`src/adcseq_pkg.sv`:
```
package adcseq_pkg;
  // register indices on the plain port
  localparam logic [5:0] CTRL_OFS  = 6'h00; // enables, modes, soft starts
  localparam logic [5:0] ACQ_OFS   = 6'h01; // acquisition prescale
  localparam logic [5:0] MAXC_OFS  = 6'h02; // max conversion counts
  localparam logic [5:0] TSEL_OFS  = 6'h03; // first sequencer trigger select
  localparam logic [5:0] STAT_OFS  = 6'h04; // state pointers and busy
  localparam logic [5:0] CHAN_OFS  = 6'h10; // 16 channel slots
  localparam logic [5:0] RES_OFS   = 6'h20; // 16 result slots
  // control bit positions
  localparam int CLK_EN_BIT = 0;
  localparam int PWR_BIT    = 1;
  localparam int CASC_BIT   = 2;
  localparam int SIM_BIT    = 3;
  localparam int SW1_BIT    = 4;
  localparam int SW2_BIT    = 5;
  // reset values
  localparam logic [3:0] CTRL_RST = 4'h0;
  localparam logic [3:0] ACQ_RST  = 4'h6;
  localparam logic [6:0] MAXC_RST = 7'h00;
  // buffer shape
  localparam int FIFO_W = 16;
  localparam int FIFO_D = 8;
  // conversion flow
  typedef enum logic [2:0] {ST_IDLE, ST_ACQ, ST_CONV, ST_WAIT, ST_PUSH} adcseq_state_t;
endpackage : adcseq_pkg

```
`src/adcseq_top.sv`:
```
`timescale 1ns/1ps
`default_nettype none
// Overview of operation
// sixteen inputs, two banks, two sample-holds
// simultaneous mode samples both banks, converts twice
// one shared twelve-bit core converts everything
// arbiter picks sequencer, tracks conversion source
// each sequencer steps eight slots unattended
// cascade joins both into sixteen-slot sequencer
// max conversion count limits sequence length
// first sequencer starts from four selectable triggers
// second sequencer only software or pwm started
// sixteen result slots hold counts until overwritten
// any input may fill any slot
// end of sequence pulses combined interrupt plus owning sequencer's own
// sample switch closed prescale plus one cycles
// reset leaves core unpowered, clock gated
// last conversion returns pointer to first slot

////////////////////////////////////////////////////////////////////////////////
module adcseq_fifo #(
  parameter int W = 16,
  parameter int D = 8
) (
  // clock and reset
  input  wire logic         clk,
  input  wire logic         rst_n,
  // fill side
  input  wire logic         in_valid,
  output logic              in_ready,
  input  wire logic [W-1:0] in_data,
  // drain side
  output logic              out_valid,
  input  wire logic         out_ready,
  output logic [W-1:0]      out_data
);
  localparam int AW = $clog2(D);
  logic [W-1:0] mem [D];       // storage words
  logic [AW-1:0] wp_reg;       // write pointer
  logic [AW-1:0] rp_reg;       // read pointer
  logic [AW:0]   cnt_reg;      // fill level
  logic          push;
  logic          pop;
  assign in_ready  = (cnt_reg != (AW+1)'(D));
  assign out_valid = (cnt_reg != '0);
  assign out_data  = mem[rp_reg];
  assign push      = in_valid & in_ready;
  assign pop       = out_valid & out_ready;
  // storage write
  always_ff @(posedge clk) begin
    if (push) begin
      mem[wp_reg] <= in_data;
    end
  end
  // pointers and level
  always_ff @(posedge clk or negedge rst_n) begin
    if (!rst_n) begin
      wp_reg  <= '0;
      rp_reg  <= '0;
      cnt_reg <= '0;
    end else begin
      if (push) wp_reg <= AW'(wp_reg + 1'b1);
      if (pop) rp_reg <= AW'(rp_reg + 1'b1);
      cnt_reg <= (AW+1)'(cnt_reg + push - pop);
    end
  end
endmodule : adcseq_fifo

////////////////////////////////////////////////////////////////////////////////
module adcseq_top (
  // clock and reset
  input  wire logic        clk,
  input  wire logic        resetn,
  // register port
  input  wire logic [5:0]  reg_addr,
  input  wire logic [15:0] reg_wdata,
  input  wire logic        reg_wr,
  input  wire logic        reg_rd,
  output logic [15:0]      reg_rdata,
  // trigger pins
  input  wire logic [3:0]  soc_trig,
  input  wire logic        pwm_trig,
  // converter core
  output logic             core_clk_en,
  output logic             core_pwr_up,
  output logic [2:0]       mux_a_sel,
  output logic [2:0]       mux_b_sel,
  output logic             sh_a_sample,
  output logic             sh_b_sample,
  output logic             conv_start,
  output logic             conv_sel_b,
  input  wire logic        conv_done,
  input  wire logic [11:0] conv_data,
  // end of sequence pulses
  output logic             converter_sequence_irq,
  output logic             first_sequencer_irq,
  output logic             second_sequencer_irq
);
  logic [1:0]  rst_sync_reg;            // reset release chain
  logic        rst_n;
  logic [4:0]  trig_s1_reg;             // first sync stage
  logic [4:0]  trig_s2_reg;             // second sync stage
  logic [4:0]  trig_old_reg;            // edge history
  logic [3:0]  ctrl_reg;                // clk_en, pwr, cascade, sim
  logic [3:0]  acq_reg;                 // acquisition_prescale
  logic [6:0]  maxc_reg;                // max_conversion_count
  logic [1:0]  tsel_reg;                // first sequencer trigger pick
  logic [3:0]  chan_reg [16];           // analog_input_channel per slot
  logic [11:0] conversion_result_slots [16];
  logic        pend1_reg;               // first_sequencer start pending
  logic        pend2_reg;               // second_sequencer start pending
  logic [3:0]  ptr1_reg;                // first_sequencer state pointer
  logic [2:0]  ptr2_reg;                // second_sequencer state pointer
  logic        owner_reg;               // 1 when second sequencer owns core
  logic        half_reg;                // second half of simultaneous pair
  logic [3:0]  cnt_reg;                 // acquisition counter
  logic [11:0] data_reg;                // captured count
  adcseq_pkg::adcseq_state_t state_reg;
  logic        go1;
  logic        go2;
  logic        ready;
  logic [3:0]  slot;
  logic [3:0]  chan;
  logic [3:0]  res_idx;
  logic        last;
  logic        f_in_ready;
  logic        f_out_valid;
  logic [15:0] f_out_data;
  logic        sw1;
  logic        sw2;
  logic        wr_ctrl;

  ////////////////////////////////////////////////////////////////////////////
  // reset release through two flops
  always_ff @(posedge clk or negedge resetn) begin
    if (!resetn) rst_sync_reg <= 2'h0;
    else rst_sync_reg <= {rst_sync_reg[0], 1'b1};
  end
  assign rst_n = rst_sync_reg[1];

  // trigger pins through two flops, then edge history
  always_ff @(posedge clk or negedge rst_n) begin
    if (!rst_n) begin
      trig_s1_reg  <= 5'h00;
      trig_s2_reg  <= 5'h00;
      trig_old_reg <= 5'h00;
    end else begin
      trig_s1_reg  <= {pwm_trig, soc_trig};
      trig_s2_reg  <= trig_s1_reg;
      trig_old_reg <= trig_s2_reg;
    end
  end

  ////////////////////////////////////////////////////////////////////////////
  // start requests
  assign wr_ctrl = reg_wr & (reg_addr == adcseq_pkg::CTRL_OFS);
  assign sw1 = wr_ctrl & reg_wdata[adcseq_pkg::SW1_BIT];
  assign sw2 = wr_ctrl & reg_wdata[adcseq_pkg::SW2_BIT];
  // selected trigger edge or software start
  assign go1 = sw1 | (trig_s2_reg[tsel_reg] & ~trig_old_reg[tsel_reg]);
  // only software or pwm edge; cascade drops these starts unserved
  assign go2 = sw2 | (trig_s2_reg[4] & ~trig_old_reg[4]);
  // core usable only when clocked and powered
  assign ready = ctrl_reg[adcseq_pkg::CLK_EN_BIT] & ctrl_reg[adcseq_pkg::PWR_BIT];
  // slot in use: second sequencer owns upper half
  assign slot = owner_reg ? {1'b1, ptr2_reg} : ptr1_reg;
  assign chan = chan_reg[slot];
  // simultaneous second half lands in the other bank's slot
  assign res_idx = half_reg ? (slot ^ 4'h8) : slot;
  // end of list per mode
  assign last = owner_reg ? (ptr2_reg == maxc_reg[6:4]) :
                ctrl_reg[adcseq_pkg::CASC_BIT] ? (ptr1_reg == maxc_reg[3:0]) :
                (ptr1_reg[2:0] == maxc_reg[2:0]);

  ////////////////////////////////////////////////////////////////////////////
  // configuration registers
  always_ff @(posedge clk or negedge rst_n) begin
    if (!rst_n) begin
      ctrl_reg <= adcseq_pkg::CTRL_RST;
      acq_reg  <= adcseq_pkg::ACQ_RST;
      maxc_reg <= adcseq_pkg::MAXC_RST;
      tsel_reg <= 2'h0;
    end else if (reg_wr) begin
      case (reg_addr)
        adcseq_pkg::CTRL_OFS: ctrl_reg <= reg_wdata[3:0];
        adcseq_pkg::ACQ_OFS:  acq_reg  <= reg_wdata[3:0];
        adcseq_pkg::MAXC_OFS: maxc_reg <= reg_wdata[6:0];
        adcseq_pkg::TSEL_OFS: tsel_reg <= reg_wdata[1:0];
        default: ;
      endcase
    end
  end

  // channel slot table
  always_ff @(posedge clk) begin
    if (reg_wr && reg_addr[5:4] == adcseq_pkg::CHAN_OFS[5:4]) begin
      chan_reg[reg_addr[3:0]] <= reg_wdata[3:0];
    end
  end

  // result slots filled from the buffer, held until overwritten
  always_ff @(posedge clk) begin
    if (f_out_valid && !reg_rd) begin
      conversion_result_slots[f_out_data[15:12]] <= f_out_data[11:0];
    end
  end

  // register read, one cycle later
  always_ff @(posedge clk or negedge rst_n) begin
    if (!rst_n) begin
      reg_rdata <= 16'h0000;
    end else if (reg_rd) begin
      case (reg_addr[5:4])
        2'h0: begin
          case (reg_addr)
            adcseq_pkg::CTRL_OFS: reg_rdata <= {12'h000, ctrl_reg};
            adcseq_pkg::ACQ_OFS:  reg_rdata <= {12'h000, acq_reg};
            adcseq_pkg::MAXC_OFS: reg_rdata <= {9'h000, maxc_reg};
            adcseq_pkg::TSEL_OFS: reg_rdata <= {14'h0000, tsel_reg};
            adcseq_pkg::STAT_OFS: reg_rdata <= {5'h00, pend2_reg, pend1_reg,
                                    state_reg != adcseq_pkg::ST_IDLE, ptr2_reg, 1'b0, ptr1_reg};
            default:              reg_rdata <= 16'h0000;
          endcase
        end
        2'h1:    reg_rdata <= {12'h000, chan_reg[reg_addr[3:0]]};
        2'h2:    reg_rdata <= {4'h0, conversion_result_slots[reg_addr[3:0]]};
        default: reg_rdata <= 16'h0000;
      endcase
    end
  end

  // power and clock gate outputs follow control
  always_ff @(posedge clk or negedge rst_n) begin
    if (!rst_n) begin
      core_clk_en <= 1'b0;
      core_pwr_up <= 1'b0;
    end else begin
      core_clk_en <= ctrl_reg[adcseq_pkg::CLK_EN_BIT];
      core_pwr_up <= ctrl_reg[adcseq_pkg::PWR_BIT];
    end
  end

  ////////////////////////////////////////////////////////////////////////////
  // pending starts: a new trigger beats the clear
  always_ff @(posedge clk or negedge rst_n) begin
    if (!rst_n) begin
      pend1_reg <= 1'b0;
      pend2_reg <= 1'b0;
    end else begin
      if (go1) pend1_reg <= 1'b1;
      else if (state_reg == adcseq_pkg::ST_IDLE && ready) pend1_reg <= 1'b0;
      if (go2) pend2_reg <= 1'b1;
      else if (state_reg == adcseq_pkg::ST_IDLE && ready && !pend1_reg) pend2_reg <= 1'b0;
    end
  end

  // arbiter and conversion flow
  always_ff @(posedge clk or negedge rst_n) begin
    if (!rst_n) begin
      state_reg <= adcseq_pkg::ST_IDLE;
      owner_reg <= 1'b0;
      half_reg  <= 1'b0;
      cnt_reg   <= 4'h0;
      data_reg  <= 12'h000;
      ptr1_reg  <= 4'h0;
      ptr2_reg  <= 3'h0;
      converter_sequence_irq <= 1'b0;
      first_sequencer_irq    <= 1'b0;
      second_sequencer_irq   <= 1'b0;
    end else begin
      converter_sequence_irq <= 1'b0;
      first_sequencer_irq    <= 1'b0;
      second_sequencer_irq   <= 1'b0;
      case (state_reg)
        adcseq_pkg::ST_IDLE: begin
          cnt_reg  <= 4'h0;
          half_reg <= 1'b0;
          // first sequencer has priority
          if (ready && pend1_reg) begin
            owner_reg <= 1'b0;
            state_reg <= adcseq_pkg::ST_ACQ;
          end else if (ready && pend2_reg && !ctrl_reg[adcseq_pkg::CASC_BIT]) begin
            owner_reg <= 1'b1;
            state_reg <= adcseq_pkg::ST_ACQ;
          end
        end
        adcseq_pkg::ST_ACQ: begin
          // switch stays closed prescale plus one cycles
          if (cnt_reg == acq_reg) state_reg <= adcseq_pkg::ST_CONV;
          else cnt_reg <= cnt_reg + 4'h1;
        end
        adcseq_pkg::ST_CONV: begin
          state_reg <= adcseq_pkg::ST_WAIT;
        end
        adcseq_pkg::ST_WAIT: begin
          if (conv_done) begin
            data_reg  <= conv_data;
            state_reg <= adcseq_pkg::ST_PUSH;
          end
        end
        adcseq_pkg::ST_PUSH: begin
          // stall here while the buffer is full
          if (f_in_ready) begin
            cnt_reg <= 4'h0;
            if (ctrl_reg[adcseq_pkg::SIM_BIT] && !half_reg) begin
              half_reg  <= 1'b1;
              state_reg <= adcseq_pkg::ST_CONV;
            end else begin
              half_reg <= 1'b0;
              if (last) begin
                // rewind the list for the next trigger
                if (owner_reg) ptr2_reg <= 3'h0;
                else ptr1_reg <= 4'h0;
                converter_sequence_irq <= 1'b1;
                first_sequencer_irq    <= ~owner_reg;
                second_sequencer_irq   <= owner_reg;
                state_reg <= adcseq_pkg::ST_IDLE;
              end else begin
                // next slot without processor help
                if (owner_reg) ptr2_reg <= ptr2_reg + 3'h1;
                else if (ctrl_reg[adcseq_pkg::CASC_BIT]) ptr1_reg <= ptr1_reg + 4'h1;
                else ptr1_reg <= {1'b0, ptr1_reg[2:0] + 3'h1};
                state_reg <= adcseq_pkg::ST_ACQ;
              end
            end
          end
        end
        default: state_reg <= adcseq_pkg::ST_IDLE;
      endcase
    end
  end

  // analog path controls
  always_ff @(posedge clk or negedge rst_n) begin
    if (!rst_n) begin
      mux_a_sel   <= 3'h0;
      mux_b_sel   <= 3'h0;
      sh_a_sample <= 1'b0;
      sh_b_sample <= 1'b0;
      conv_start  <= 1'b0;
      conv_sel_b  <= 1'b0;
    end else begin
      mux_a_sel   <= chan[2:0];
      mux_b_sel   <= chan[2:0];
      // both holds sample together in simultaneous mode
      sh_a_sample <= (state_reg == adcseq_pkg::ST_ACQ) &
                     (ctrl_reg[adcseq_pkg::SIM_BIT] | ~chan[3]);
      sh_b_sample <= (state_reg == adcseq_pkg::ST_ACQ) &
                     (ctrl_reg[adcseq_pkg::SIM_BIT] | chan[3]);
      conv_start  <= (state_reg == adcseq_pkg::ST_CONV);
      conv_sel_b  <= ctrl_reg[adcseq_pkg::SIM_BIT] ? half_reg : chan[3];
    end
  end

  ////////////////////////////////////////////////////////////////////////////
  // conversion buffer: slot index over count
  adcseq_fifo #(
    .W(adcseq_pkg::FIFO_W),
    .D(adcseq_pkg::FIFO_D)
  ) u_fifo (
    .clk       (clk),
    .rst_n     (rst_n),
    .in_valid  (state_reg == adcseq_pkg::ST_PUSH),
    .in_ready  (f_in_ready),
    .in_data   ({res_idx, data_reg}),
    .out_valid (f_out_valid),
    .out_ready (~reg_rd),
    .out_data  (f_out_data)
  );
endmodule : adcseq_top
`default_nettype wire

```
`config.mk`:
```
export PLATFORM = sky130hd
export DESIGN_NAME = adcseq_top
export DESIGN_NICKNAME = d
export VERILOG_FILES = /design/src/adcseq_pkg.sv /design/src/adcseq_top.sv
export SDC_FILE = /design/constraint.sdc
export NUM_CORES = 1
export LEC_CHECK = 0
export BUFFER_PORTS_ARGS = -buffer_cell sky130_fd_sc_hd__buf_2
export CAP_MARGIN = 40
export CORE_MARGIN = 4
export CORE_UTILIZATION = 45
export CTS_BUF_LIST = sky130_fd_sc_hd__clkbuf_8
export CTS_CLUSTER_DIAMETER = 50
export DETAILED_ROUTE_END_ITERATION = 8
export PLACE_DENSITY = 0.72
export SETUP_SLACK_MARGIN = 0.2
export SYNTH_ARGS = -nofsm -noshare
export SYNTH_HDL_FRONTEND = slang
export SYNTH_HIERARCHICAL = 1
export SYNTH_SLANG_ARGS = --single-unit
```
`constraint.sdc`:
```
create_clock -name clk -period 3.7 [get_ports clk]
set_clock_uncertainty 0.05 [all_clocks]
set_input_delay 0.37 -clock clk [delete_from_list [all_inputs] [get_ports clk]]
set_output_delay 0.37 -clock clk [all_outputs]
set_load 0.02 [all_outputs]
```
==> impl_metrics.env, run 1 <==
export IMPL_status="finished clean"
export IMPL_vias_per_cell=5.651
export IMPL_maxSlewViolCount=0
export IMPL_placed_area_um2=21100
export IMPL_crit_required_ps=3920
export IMPL_die_h_um=218.6
export IMPL_path_clk_slew_ps=60
export IMPL_end_kind="flip-flop"
export IMPL_yosys_area_top_type="edfxtp_1"
export IMPL_ant_nets=0
export IMPL_cp_max_fo=12
export IMPL_grt_pass1_vias=11050
export IMPL_dp_worst_setup_slack_ps=750.2
export IMPL_yosys_mux_area_fraction=0.1612
export IMPL_drt_total_wl_mm=42.73
export IMPL_synth_compound_area_share=0.03849
export IMPL_clock_sinks=482
export IMPL_grt_max_degree=51
export IMPL_drc=0
export IMPL_cts_root_buf="clkbuf_8"
export IMPL_final_core_util=0.5238
export IMPL_rows=76
export IMPL_setup_viol=0
export IMPL_yosys_top_cells_area="edfxtp_1 58%, dfrtp_1 12%, mux4_2 7.8%"
export IMPL_syn_to_final_growth_pct=14.03
export IMPL_fmax_mhz=342.7
export IMPL_clk_path_buf_depth=3
export IMPL_top_layer="met5"
export IMPL_final_cell_mix="384 x edfxtp_1, 95 x dfrtp_1, 91 x nand2_1"
export IMPL_cp_start_kind="flip-flop"
export IMPL_layout_nets=1340
export IMPL_coreArea_um2=43460
export IMPL_synth_adder_area_share=0.007898
export IMPL_worst_slew_pin_slew_ps=899.3
export IMPL_gr_total_overflow=0
export IMPL_drt_met1_wl_mm=17.98
export IMPL_clk_latency_ps=600
export IMPL_finalCriticalPeriod_ps=2918
export IMPL_stdcell_area_um2=22760
export IMPL_final_common_cell="edfxtp_1"
export IMPL_fillers=3439
export IMPL_register_area_um2=13990
export IMPL_critPathKind="flip-flop to flip-flop"
export IMPL_post_cts_resized=0
export IMPL_synth_top_family_by_area="multiplexers"
export IMPL_synth_seq_cells=482
export IMPL_synth_cell_types=67
export IMPL_initialDrtViolationCount=1013
export IMPL_antenna_found_initial=1
export IMPL_synth_yosys_warnings=6
export IMPL_worstHoldPathType="input port to asynchronous set/reset pin"
export IMPL_ys_flop_type="edfxtp_1"
export IMPL_start_util=0.4593
export IMPL_multi_input_area_um2=5550
export IMPL_dr_wl_met3_mm=3.168
export IMPL_vias=10900
export IMPL_grt_pass1_wl_mm=65.57
export IMPL_worst_ep_arrival_time_ps=3140
export IMPL_syn_area_um2=19960
export IMPL_grt_util_all_layers=0.1803
export IMPL_tritoncts="built"
export IMPL_cts_made_buffers=75
export IMPL_dp_hpwl_mm=27.32
export IMPL_synth_top_area_share=0.5777
export IMPL_die_w_um=218.6
export IMPL_whs_ps=36.97
export IMPL_largest_reg_flops=192
export IMPL_power_density_nw_per_um2=675.8
export IMPL_synth_yosys_seq_area_share=0.7006
export IMPL_ctsHtreeMaxLevel=3
export IMPL_io_buffers=61
export IMPL_synth_edf_count=384
export IMPL_rsz0062_at_grt="no"
export IMPL_p_leak_nw=8.280
export IMPL_slew_headroom=0.3950
export IMPL_synthCells=1138
export IMPL_synth_simple_area_share=0.05948
export IMPL_maxCapViolCount=0
export IMPL_tns_ps=0
export IMPL_first_pass_iters=5
export IMPL_gp_congestion=0.8362
export IMPL_dieArea_um2=47790
export IMPL_synthXorXnorAreaFrac=0.008336
export IMPL_peakVddDrop_mv=0.5873
export IMPL_ios=75
export IMPL_setup_ws_ps=782.1
export IMPL_drive_above_1_share=0.2599
export IMPL_routed_wl_met2_mm=20.67
export IMPL_avgRoutedWirePerCell_um=22.16
export IMPL_synth_area_per_cell_um2=17.54
export IMPL_num_antenna_cells=0
export IMPL_hold_violations=0
export IMPL_fin_crit_sh=0.7886
export IMPL_async_reset_ff_frac=0.2033
-- per-stage QoR --
stage,power (mW),cells
2_1_floorplan,9.980,1141
3_3_place_gp,10.99,1769
3_5_place_dp,11.16,1772
4_1_cts,15.50,1928
5_1_grt,16.15,1928
6_report,15.38,1928
-- area by class of cell --
type                            count  share of cell area
Sequential cell                   482              0.6146
Multi-Input combinational cell    568              0.2438
Clock buffer                       83             0.05019
Timing Repair Buffer              128             0.04040
Tap cell                          585             0.03216
Clock inverter                     53             0.01402
Inverter                           29            0.004782
-- power by group --
| group | total, mW | switching, mW | internal (mW) |
|---|---|---|---|
| clock network | 4.32 | 2.03 | 2.29 |
| registers | 7.68 | 0.493 | 7.19 |
| logic | 3.39 | 2.06 | 1.32 |
-- repair_timing --
item                      CTS  global route
hold endpoints to repair   21             0
setup buffers               0             0
hold buffers               20             0
-- layer usage --
layer  track usage  up-vias
met2        0.2866      462
met3       0.03657       71
met4       0.05288        2
li1              -     4815
met5             0        -
met1        0.2557     5546
-- cells by family after synthesis --
kind of cell | Yosys count
muxes | 177
DFF | 482
buffers and inverters | 91
adders and majority gates | 12
AOI/OAI and AO/OA | 106
other | 2
xor gates and xnor gates | 19
and+or+nand+nor | 249
-- path summary, 6_finish.rpt --
kind                                                             to  cells after the start  slack, ps                    startpoint
hold reg to reg                             data_reg[2]$_DFFE_PN0P_                      0        120     rst_sync_reg[1]$_DFF_PN0_
max in group asynchronous            second_sequencer_irq$_DFF_PN0_                      2       2700     rst_sync_reg[1]$_DFF_PN0_
setup reg to reg           conversion_result_slots[3][11]$_DFFE_PP_                      5        780  u_fifo/rp_reg[0]$_DFFE_PN0P_
setup / recovery           conversion_result_slots[3][11]$_DFFE_PP_                      5        780  u_fifo/rp_reg[0]$_DFFE_PN0P_
min in group clk                            maxc_reg[5]$_DFFE_PN0P_                      3         50                  reg_wdata[5]
hold / removal                            rst_sync_reg[1]$_DFF_PN0_                      2         40                        resetn
-- synthesized netlist by cell type, types with 6 or more instances --
| cell type | n |
|---|---|
| clkbuf_1 | 16 |
| edfxtp_1 | 384 |
| a21oi_1 | 8 |
| o22ai_1 | 8 |
| mux2i_1 | 26 |
| mux4_1 | 32 |
| nand2b_1 | 15 |
| buf_6 | 7 |
| xor2_1 | 13 |
| nand2_1 | 91 |
| buf_4 | 13 |
| inv_1 | 29 |
| a31oi_1 | 20 |
| o21ai_0 | 15 |
| and3_1 | 12 |
| nor3_1 | 21 |
| nor2b_1 | 11 |
| nor2_1 | 55 |
| dfrtp_1 | 96 |
| mux2_2 | 49 |
| buf_2 | 22 |
| xnor2_1 | 6 |
| nand3_1 | 16 |
| ha_1 | 11 |
| mux4_2 | 69 |
-- critical path, cell delays in order, from the launching register on --
cell and delay [ps]:
dfrtp_1 720, mux4_1 650, mux2_2 310, or3_1 440
nor2_1 140, buf_4 260
(Power assumes the default switching activity.)
==> run 2: changes to the inputs <==
ABC_AREA = 1   (was unset)
clock period = 2.74 ns   (was 3.7 ns; I/O delays follow)
==> impl_metrics.env, run 2 <==
export IMPL_post_cts_resized=0
export IMPL_p_leak_nw=10.54
export IMPL_clk_latency_ps=650
export IMPL_worst_ep_arrival_time_ps=2630
export IMPL_drc=0
export IMPL_final_common_cell="nand2_1"
export IMPL_first_pass_iters=5
export IMPL_clockPowerShare=0.271
export IMPL_antenna_found_initial=0
export IMPL_synthCells=2071
export IMPL_die_h_um=224.9
export IMPL_yosys_area_top_type="edfxtp_1"
export IMPL_setup_viol=0
export IMPL_worstHoldPathType="input port to flip-flop"
export IMPL_final_cell_mix="833 x nand2_1, 384 x edfxtp_1, 250 x inv_1"
export IMPL_dp_hpwl_mm=33.01
export IMPL_endpoint="conversion_result_slots[0][1]$_DFFE_PP_"
export IMPL_tns_ps=0
export IMPL_p_seq_frac=0.484
export IMPL_vias=14960
export IMPL_ant_nets=0
export IMPL_synth_edf_count=384
export IMPL_p_sw_mw=7.260
export IMPL_num_antenna_cells=0
export IMPL_top_layer="met4"
export IMPL_gr_total_overflow=0
export IMPL_start_util=0.4546
export IMPL_reg2reg_from="u_fifo/rp_reg[0]$_DFFE_PN0P_"
export IMPL_rows=79
export IMPL_slowest_delay_ps=400
export IMPL_async_reset_ff_frac=0.2033
export IMPL_die_w_um=224.9
export IMPL_swShare=0.3370
export IMPL_avgRoutedWirePerCell_um=17.73
export IMPL_path_clk_slew_ps=60
export IMPL_cts_root_buf="clkbuf_8"
export IMPL_worst_slew_pin_slew_ps=742.1
export IMPL_coreArea_um2=46560
export IMPL_hold_violations=0
export IMPL_fin_crit_sh=0.8602
export IMPL_maxCapViolCount=0
export IMPL_routed_wl_met2_mm=24.21
export IMPL_hp_start="reg_wdata[3]"
export IMPL_clock_sinks=482
export IMPL_finalCriticalPeriod_ps=2357
export IMPL_cp_start_kind="flip-flop"
export IMPL_power_frac_comb=0.245
export IMPL_grt_util_all_layers=0.2028
export IMPL_gp_congestion=0.8987
export IMPL_critPathKind="flip-flop to flip-flop"
export IMPL_synth_area_per_cell_um2=10.22
export IMPL_crit_top_cell="nand2_1"
export IMPL_internal_power_mw=14.28
export IMPL_ctsHtreeMaxLevel=3
export IMPL_drt_total_wl_mm=51.25
export IMPL_cts_hold_buf=27
export IMPL_peakVddDrop_mv=0.5839
export IMPL_grt_pass1_wl_mm=80.38
export IMPL_yosys_top_cells_area="edfxtp_1 54%, nand2_1 15%, dfrtp_1 11%"
export IMPL_reg2reg_slack_ps=380
export IMPL_largest_reg_flops=192
export IMPL_dieArea_um2=50560
export IMPL_drive_above_1_share=0.1239
export IMPL_setup_ws_ps=383.1
export IMPL_ys_flop_type="edfxtp_1"
export IMPL_tritoncts="built"
export IMPL_crit_required_ps=3010
export IMPL_drt_met1_wl_mm=21.47
export IMPL_ff2ff_path_depth=10
export IMPL_syn_to_final_growth_pct=13.44
export IMPL_crit_chain="inv_2 > nand2_1 > nand3_1 > nand2_1 > nand2_1 > nand2_1 > inv_1 > nand3_1 > nor2_1 > buf_4"
export IMPL_end_kind="flip-flop"
export IMPL_power_density_nw_per_um2=897.2
export IMPL_dp_worst_setup_slack_ps=368.1
export IMPL_worstSetupStartpoint="u_fifo/rp_reg[0]$_DFFE_PN0P_"
export IMPL_synth_yosys_seq_area_share=0.6608
export IMPL_grt_max_degree=97
export IMPL_cp_max_fo=27
export IMPL_maxSlewViolCount=0
export IMPL_synth_cell_types=40
export IMPL_syn_area_um2=21160
export IMPL_cts_setup_buffers=0
export IMPL_layout_nets=2275
export IMPL_synth_yosys_warnings=6
export IMPL_post_synth_top_count_cell="nand2_1"
export IMPL_vias_per_cell=5.176
export IMPL_clk_path_buf_depth=3
export IMPL_fmax_mhz=424.3
export IMPL_status="finished clean"
export IMPL_io_buffers=61
export IMPL_ios=75
export IMPL_dr_wl_met3_mm=4.017
export IMPL_initialDrtViolationCount=1439
export IMPL_synth_seq_cells=482
export IMPL_fillers=3985
export IMPL_rsz0062_at_grt="no"
export IMPL_slew_headroom=0.5041
export IMPL_critPathSlowestCell="dfrtp_2"
export IMPL_reg2reg_to="conversion_result_slots[0][1]$_DFFE_PP_"
export IMPL_synthTopCellsByCount="833 x nand2_1, 384 x edfxtp_1, 216 x inv_1"
export IMPL_synth_top_area_share=0.5448
export IMPL_grt_pass1_vias=14900
export IMPL_cts_made_buffers=78
## run 2: changes by cell type after synthesis, sizes merged, moves of 19 or more
cell   change
buf       +31
o21ai     +88
inv      +193
a31oi     -20
nand3    +100
mux2      -34
mux2i     -26
nand2    +746
mux4     -101
a21oi     +19
nor2      +24
## run 2: how the worst min path moves through the flow
stage                                            to  slack [ps]  depth (start not counted)
after floorplan           rst_sync_reg[0]$_DFF_PN0_         -70                          0
after detailed placement  rst_sync_reg[0]$_DFF_PN0_          10                          1
final                     chan_reg[15][3]$_DFFE_PP_          90                          1
after global routing      chan_reg[10][3]$_DFFE_PP_          60                          1
after CTS                 chan_reg[11][3]$_DFFE_PP_          20                          1
after global placement    rst_sync_reg[0]$_DFF_PN0_          10                          1
## run 2: kinds of logic (layout without fill, tap and decap cells)
group / count (synthesis) / after routing / share of synthesized area
xor gates and xnor gates: 19 / 19 / 0.007863
and+or+nand+nor: 1068 / 1068 / 0.2043
DFF: 482 / 482 / 0.6608
buffers and inverters: 309 / 519 / 0.06745
other: 2 / 5 / 0.0003548
muxes: 16 / 16 / 0.009045
adders and majority gates: 12 / 12 / 0.007449
AOI/OAI and AO/OA: 163 / 163 / 0.04274
## run 2: critical path: cells and delay by family (launching register included)
family	cells	cell delay, ps
flip-flops	1	400
buffers and inverters	3	770
AND/OR/NAND/NOR	7	810
## run 2: cell type report
type                            instances  area, um^2  area share
Tap cell                              607       759.5     0.03163
Sequential cell                       482       13990      0.5827
Clock buffer                           89        1225     0.05102
Multi-Input combinational cell       1283        5802      0.2416
Timing Repair Buffer                  152        1131     0.04711
Inverter                              222       835.8     0.03481
Clock inverter                         56       265.3     0.01105
## run 2: per-stage QoR
step	hold WS [ps]	std cells	util	power [mW]	instance area (um^2)
2_1_floorplan	-71.59	2074	-	13.94	21180
3_3_place_gp	9.906	2719	0.4779	15.54	22250
3_5_place_dp	11.47	2719	0.4779	15.84	22250
4_1_cts	24.01	2891	0.5157	21.68	24010
5_1_grt	63.17	2891	0.5157	22.70	24010
6_report	86.82	2891	0.5157	21.54	24010
## run 2: layer usage
metal | up-vias | GRT usage
li1 | 7063 | -
met1 | 7206 | 0.2732
met2 | 587 | 0.3306
met3 | 107 | 0.03589
met4 | 0 | 0.07905
met5 | - | 0
## run 2: power groups by stage
stage	Sequential (mW)	Clock [mW]	Combinational [mW]
global placement	10.5	0	5.04
detailed placement	10.6	0	5.26
CTS	10.4	5.94	5.31
floorplan	10.4	0	3.49
global route	10.5	6.29	5.89
finish	10.4	5.83	5.29
==> run 3: changes to the inputs <==
CELL_PAD_IN_SITES_DETAIL_PLACEMENT = 0   (was unset)
CELL_PAD_IN_SITES_GLOBAL_PLACEMENT = 2   (was unset)
CORE_UTILIZATION = 42   (was 45)
PLACE_DENSITY = 0.92   (was 0.72)
==> impl_metrics.env, run 3 (same netlist as run 2, synthesis figures left out) <==
export IMPL_first_pass_iters=7
export IMPL_internal_power_mw=14.68
export IMPL_drt_total_wl_mm=51.43
export IMPL_ctsHtreeMaxLevel=3
export IMPL_power_density_nw_per_um2=904.9
export IMPL_peakVddDrop_mv=0.3818
export IMPL_holdPathEnd="maxc_reg[3]$_DFFE_PN0P_"
export IMPL_dp_hpwl_mm=33.32
export IMPL_grt_util_all_layers=0.1945
export IMPL_avgRoutedWirePerCell_um=17.29
export IMPL_dp_cells=2790
export IMPL_end_kind="flip-flop"
export IMPL_antenna_found_initial=0
export IMPL_clk_path_buf_depth=3
export IMPL_swShare=0.3317
export IMPL_cp_start_kind="flip-flop"
export IMPL_dp_worst_setup_slack_ps=359.8
export IMPL_rsz0062_at_grt="no"
export IMPL_grt_max_degree=51
export IMPL_worstHoldPathType="input port to flip-flop"
export IMPL_clockPowerShare=0.287
export IMPL_hold_violations=0
export IMPL_maxCapViolCount=0
export IMPL_drive_above_1_share=0.1286
export IMPL_rows=82
export IMPL_p_seq_frac=0.474
export IMPL_cp_max_fo=4
export IMPL_hp_start="reg_addr[2]"
export IMPL_ant_nets=0
export IMPL_grt_pass1_wl_mm=80.63
export IMPL_whs_ps=99.08
export IMPL_p_sw_mw=7.288
export IMPL_vias=14370
export IMPL_reg2reg_to="u_fifo/cnt_reg[2]$_DFF_PN0_"
export IMPL_setup_ws_ps=362.1
export IMPL_fmax_mhz=420.5
export IMPL_vias_per_cell=4.831
export IMPL_status="finished clean"
export IMPL_io_buffers=61
export IMPL_power_frac_comb=0.239
export IMPL_ff2ff_path_depth=10
export IMPL_reg2reg_slack_ps=360
export IMPL_holdPathStages=6
export IMPL_finalCriticalPeriod_ps=2378
export IMPL_start_util=0.4236
export IMPL_cts_setup_buffers=0
export IMPL_tritoncts="built"
export IMPL_crit_required_ps=3220
export IMPL_gr_total_overflow=0
export IMPL_drc=0
export IMPL_p_leak_nw=10.64
export IMPL_ios=75
export IMPL_path_clk_slew_ps=60
export IMPL_coreArea_um2=49970
export IMPL_maxSlewViolCount=0
export IMPL_cts_root_buf="clkbuf_8"
export IMPL_initialDrtViolationCount=993
export IMPL_worstSetupStartpoint="u_fifo/cnt_reg[2]$_DFF_PN0_"
export IMPL_setup_viol=0
export IMPL_fin_cells=2975
export IMPL_reg2reg_from="u_fifo/cnt_reg[2]$_DFF_PN0_"
export IMPL_fin_crit_sh=0.8678
export IMPL_critPathKind="flip-flop to flip-flop"
export IMPL_final_cell_mix="833 x nand2_1, 384 x edfxtp_1, 249 x inv_1"
export IMPL_gp_congestion=0.8633
export IMPL_slew_headroom=0.4776
export IMPL_layout_nets=2288
export IMPL_worst_slew_pin_slew_ps=777.6
export IMPL_dieArea_um2=54050
export IMPL_clock_sinks=482
export IMPL_grt_pass1_vias=14390
export IMPL_final_common_cell="nand2_1"
export IMPL_clk_latency_ps=680
export IMPL_largest_reg_flops=192
export IMPL_syn_to_final_growth_pct=14.73
export IMPL_die_w_um=232.5
export IMPL_power_mw=21.97
export IMPL_worst_ep_arrival_time_ps=2860
export IMPL_cts_made_buffers=83
export IMPL_die_h_um=232.5
export IMPL_tns_ps=0
## run 3: timing repair
item / CTS / global route
hold endpoints to repair: 87 / 0
resized for setup: 0 / 1
hold buffers: 29 / 0
setup endpoints to repair: 0 / 4
## run 3: power by group through the flow
stage	registers [mW]	clock network [mW]	logic, mW
3_3_place_gp	10.5	0	5.15
5_1_grt	10.5	6.83	5.91
6_report	10.4	6.31	5.26
4_1_cts	10.4	6.48	5.35
2_1_floorplan	10.4	0	3.49
3_5_place_dp	10.6	0	5.29
## run 3: metal layers
metal  global-route usage  up-vias  routed length, um
met1               0.2604     6811              22870
met5                    0        -                  0
li1                     -     7091                  -
met4              0.07322        0               1421
met2               0.3127      388              23760
met3              0.04236       83               3369
## run 3: worst max-delay path: stages (launching register included)
cell	delay, ps
dfrtp_1	350
inv_1	100
ha_1	160
nand3_1	160
nand2_1	220
inv_1	130
ha_1	300
inv_1	40
ha_1	190
fa_1	390
xor2_1	160
## run 3: area by class of cell
| cell class | count | area, um^2 |
|---|---|---|
| inverter | 222 | 837.1 |
| multi-input combinational | 1283 | 5804 |
| sequential | 482 | 13990 |
| timing repair buffer | 160 | 1171 |
| clock inverter | 61 | 340.3 |
| clock buffer | 94 | 1294 |
| antenna | 1 | 2.502 |
| fill | 4549 | 25680 |
| tap | 672 | 840.8 |
## run 3: metrics by stage
step | instance area (um^2) | utilization
global placement | 22350 | 0.4474
CTS | 24280 | 0.4859
global route | 24280 | 0.4859
detailed placement | 22350 | 0.4474
floorplan | 21180 | -
finish | 24280 | 0.4860
## run 3: how the worst max path moves through the flow
| stage | to | slack (ps) | cells after the start |
|---|---|---|---|
| 2_1_floorplan | u_fifo/mem[6][0]$_DFFE_PP_ | 30 | 6 |
| 3_3_place_gp | conversion_result_slots[0][9]$_DFFE_PP_ | 400 | 11 |
| 3_5_place_dp | conversion_result_slots[1][9]$_DFFE_PP_ | 360 | 11 |
| 4_1_cts | conversion_result_slots[1][1]$_DFFE_PP_ | 340 | 11 |
| 5_1_grt | conversion_result_slots[11][7]$_DFFE_PP_ | 240 | 7 |
| 6_report | u_fifo/cnt_reg[2]$_DFF_PN0_ | 360 | 10 |
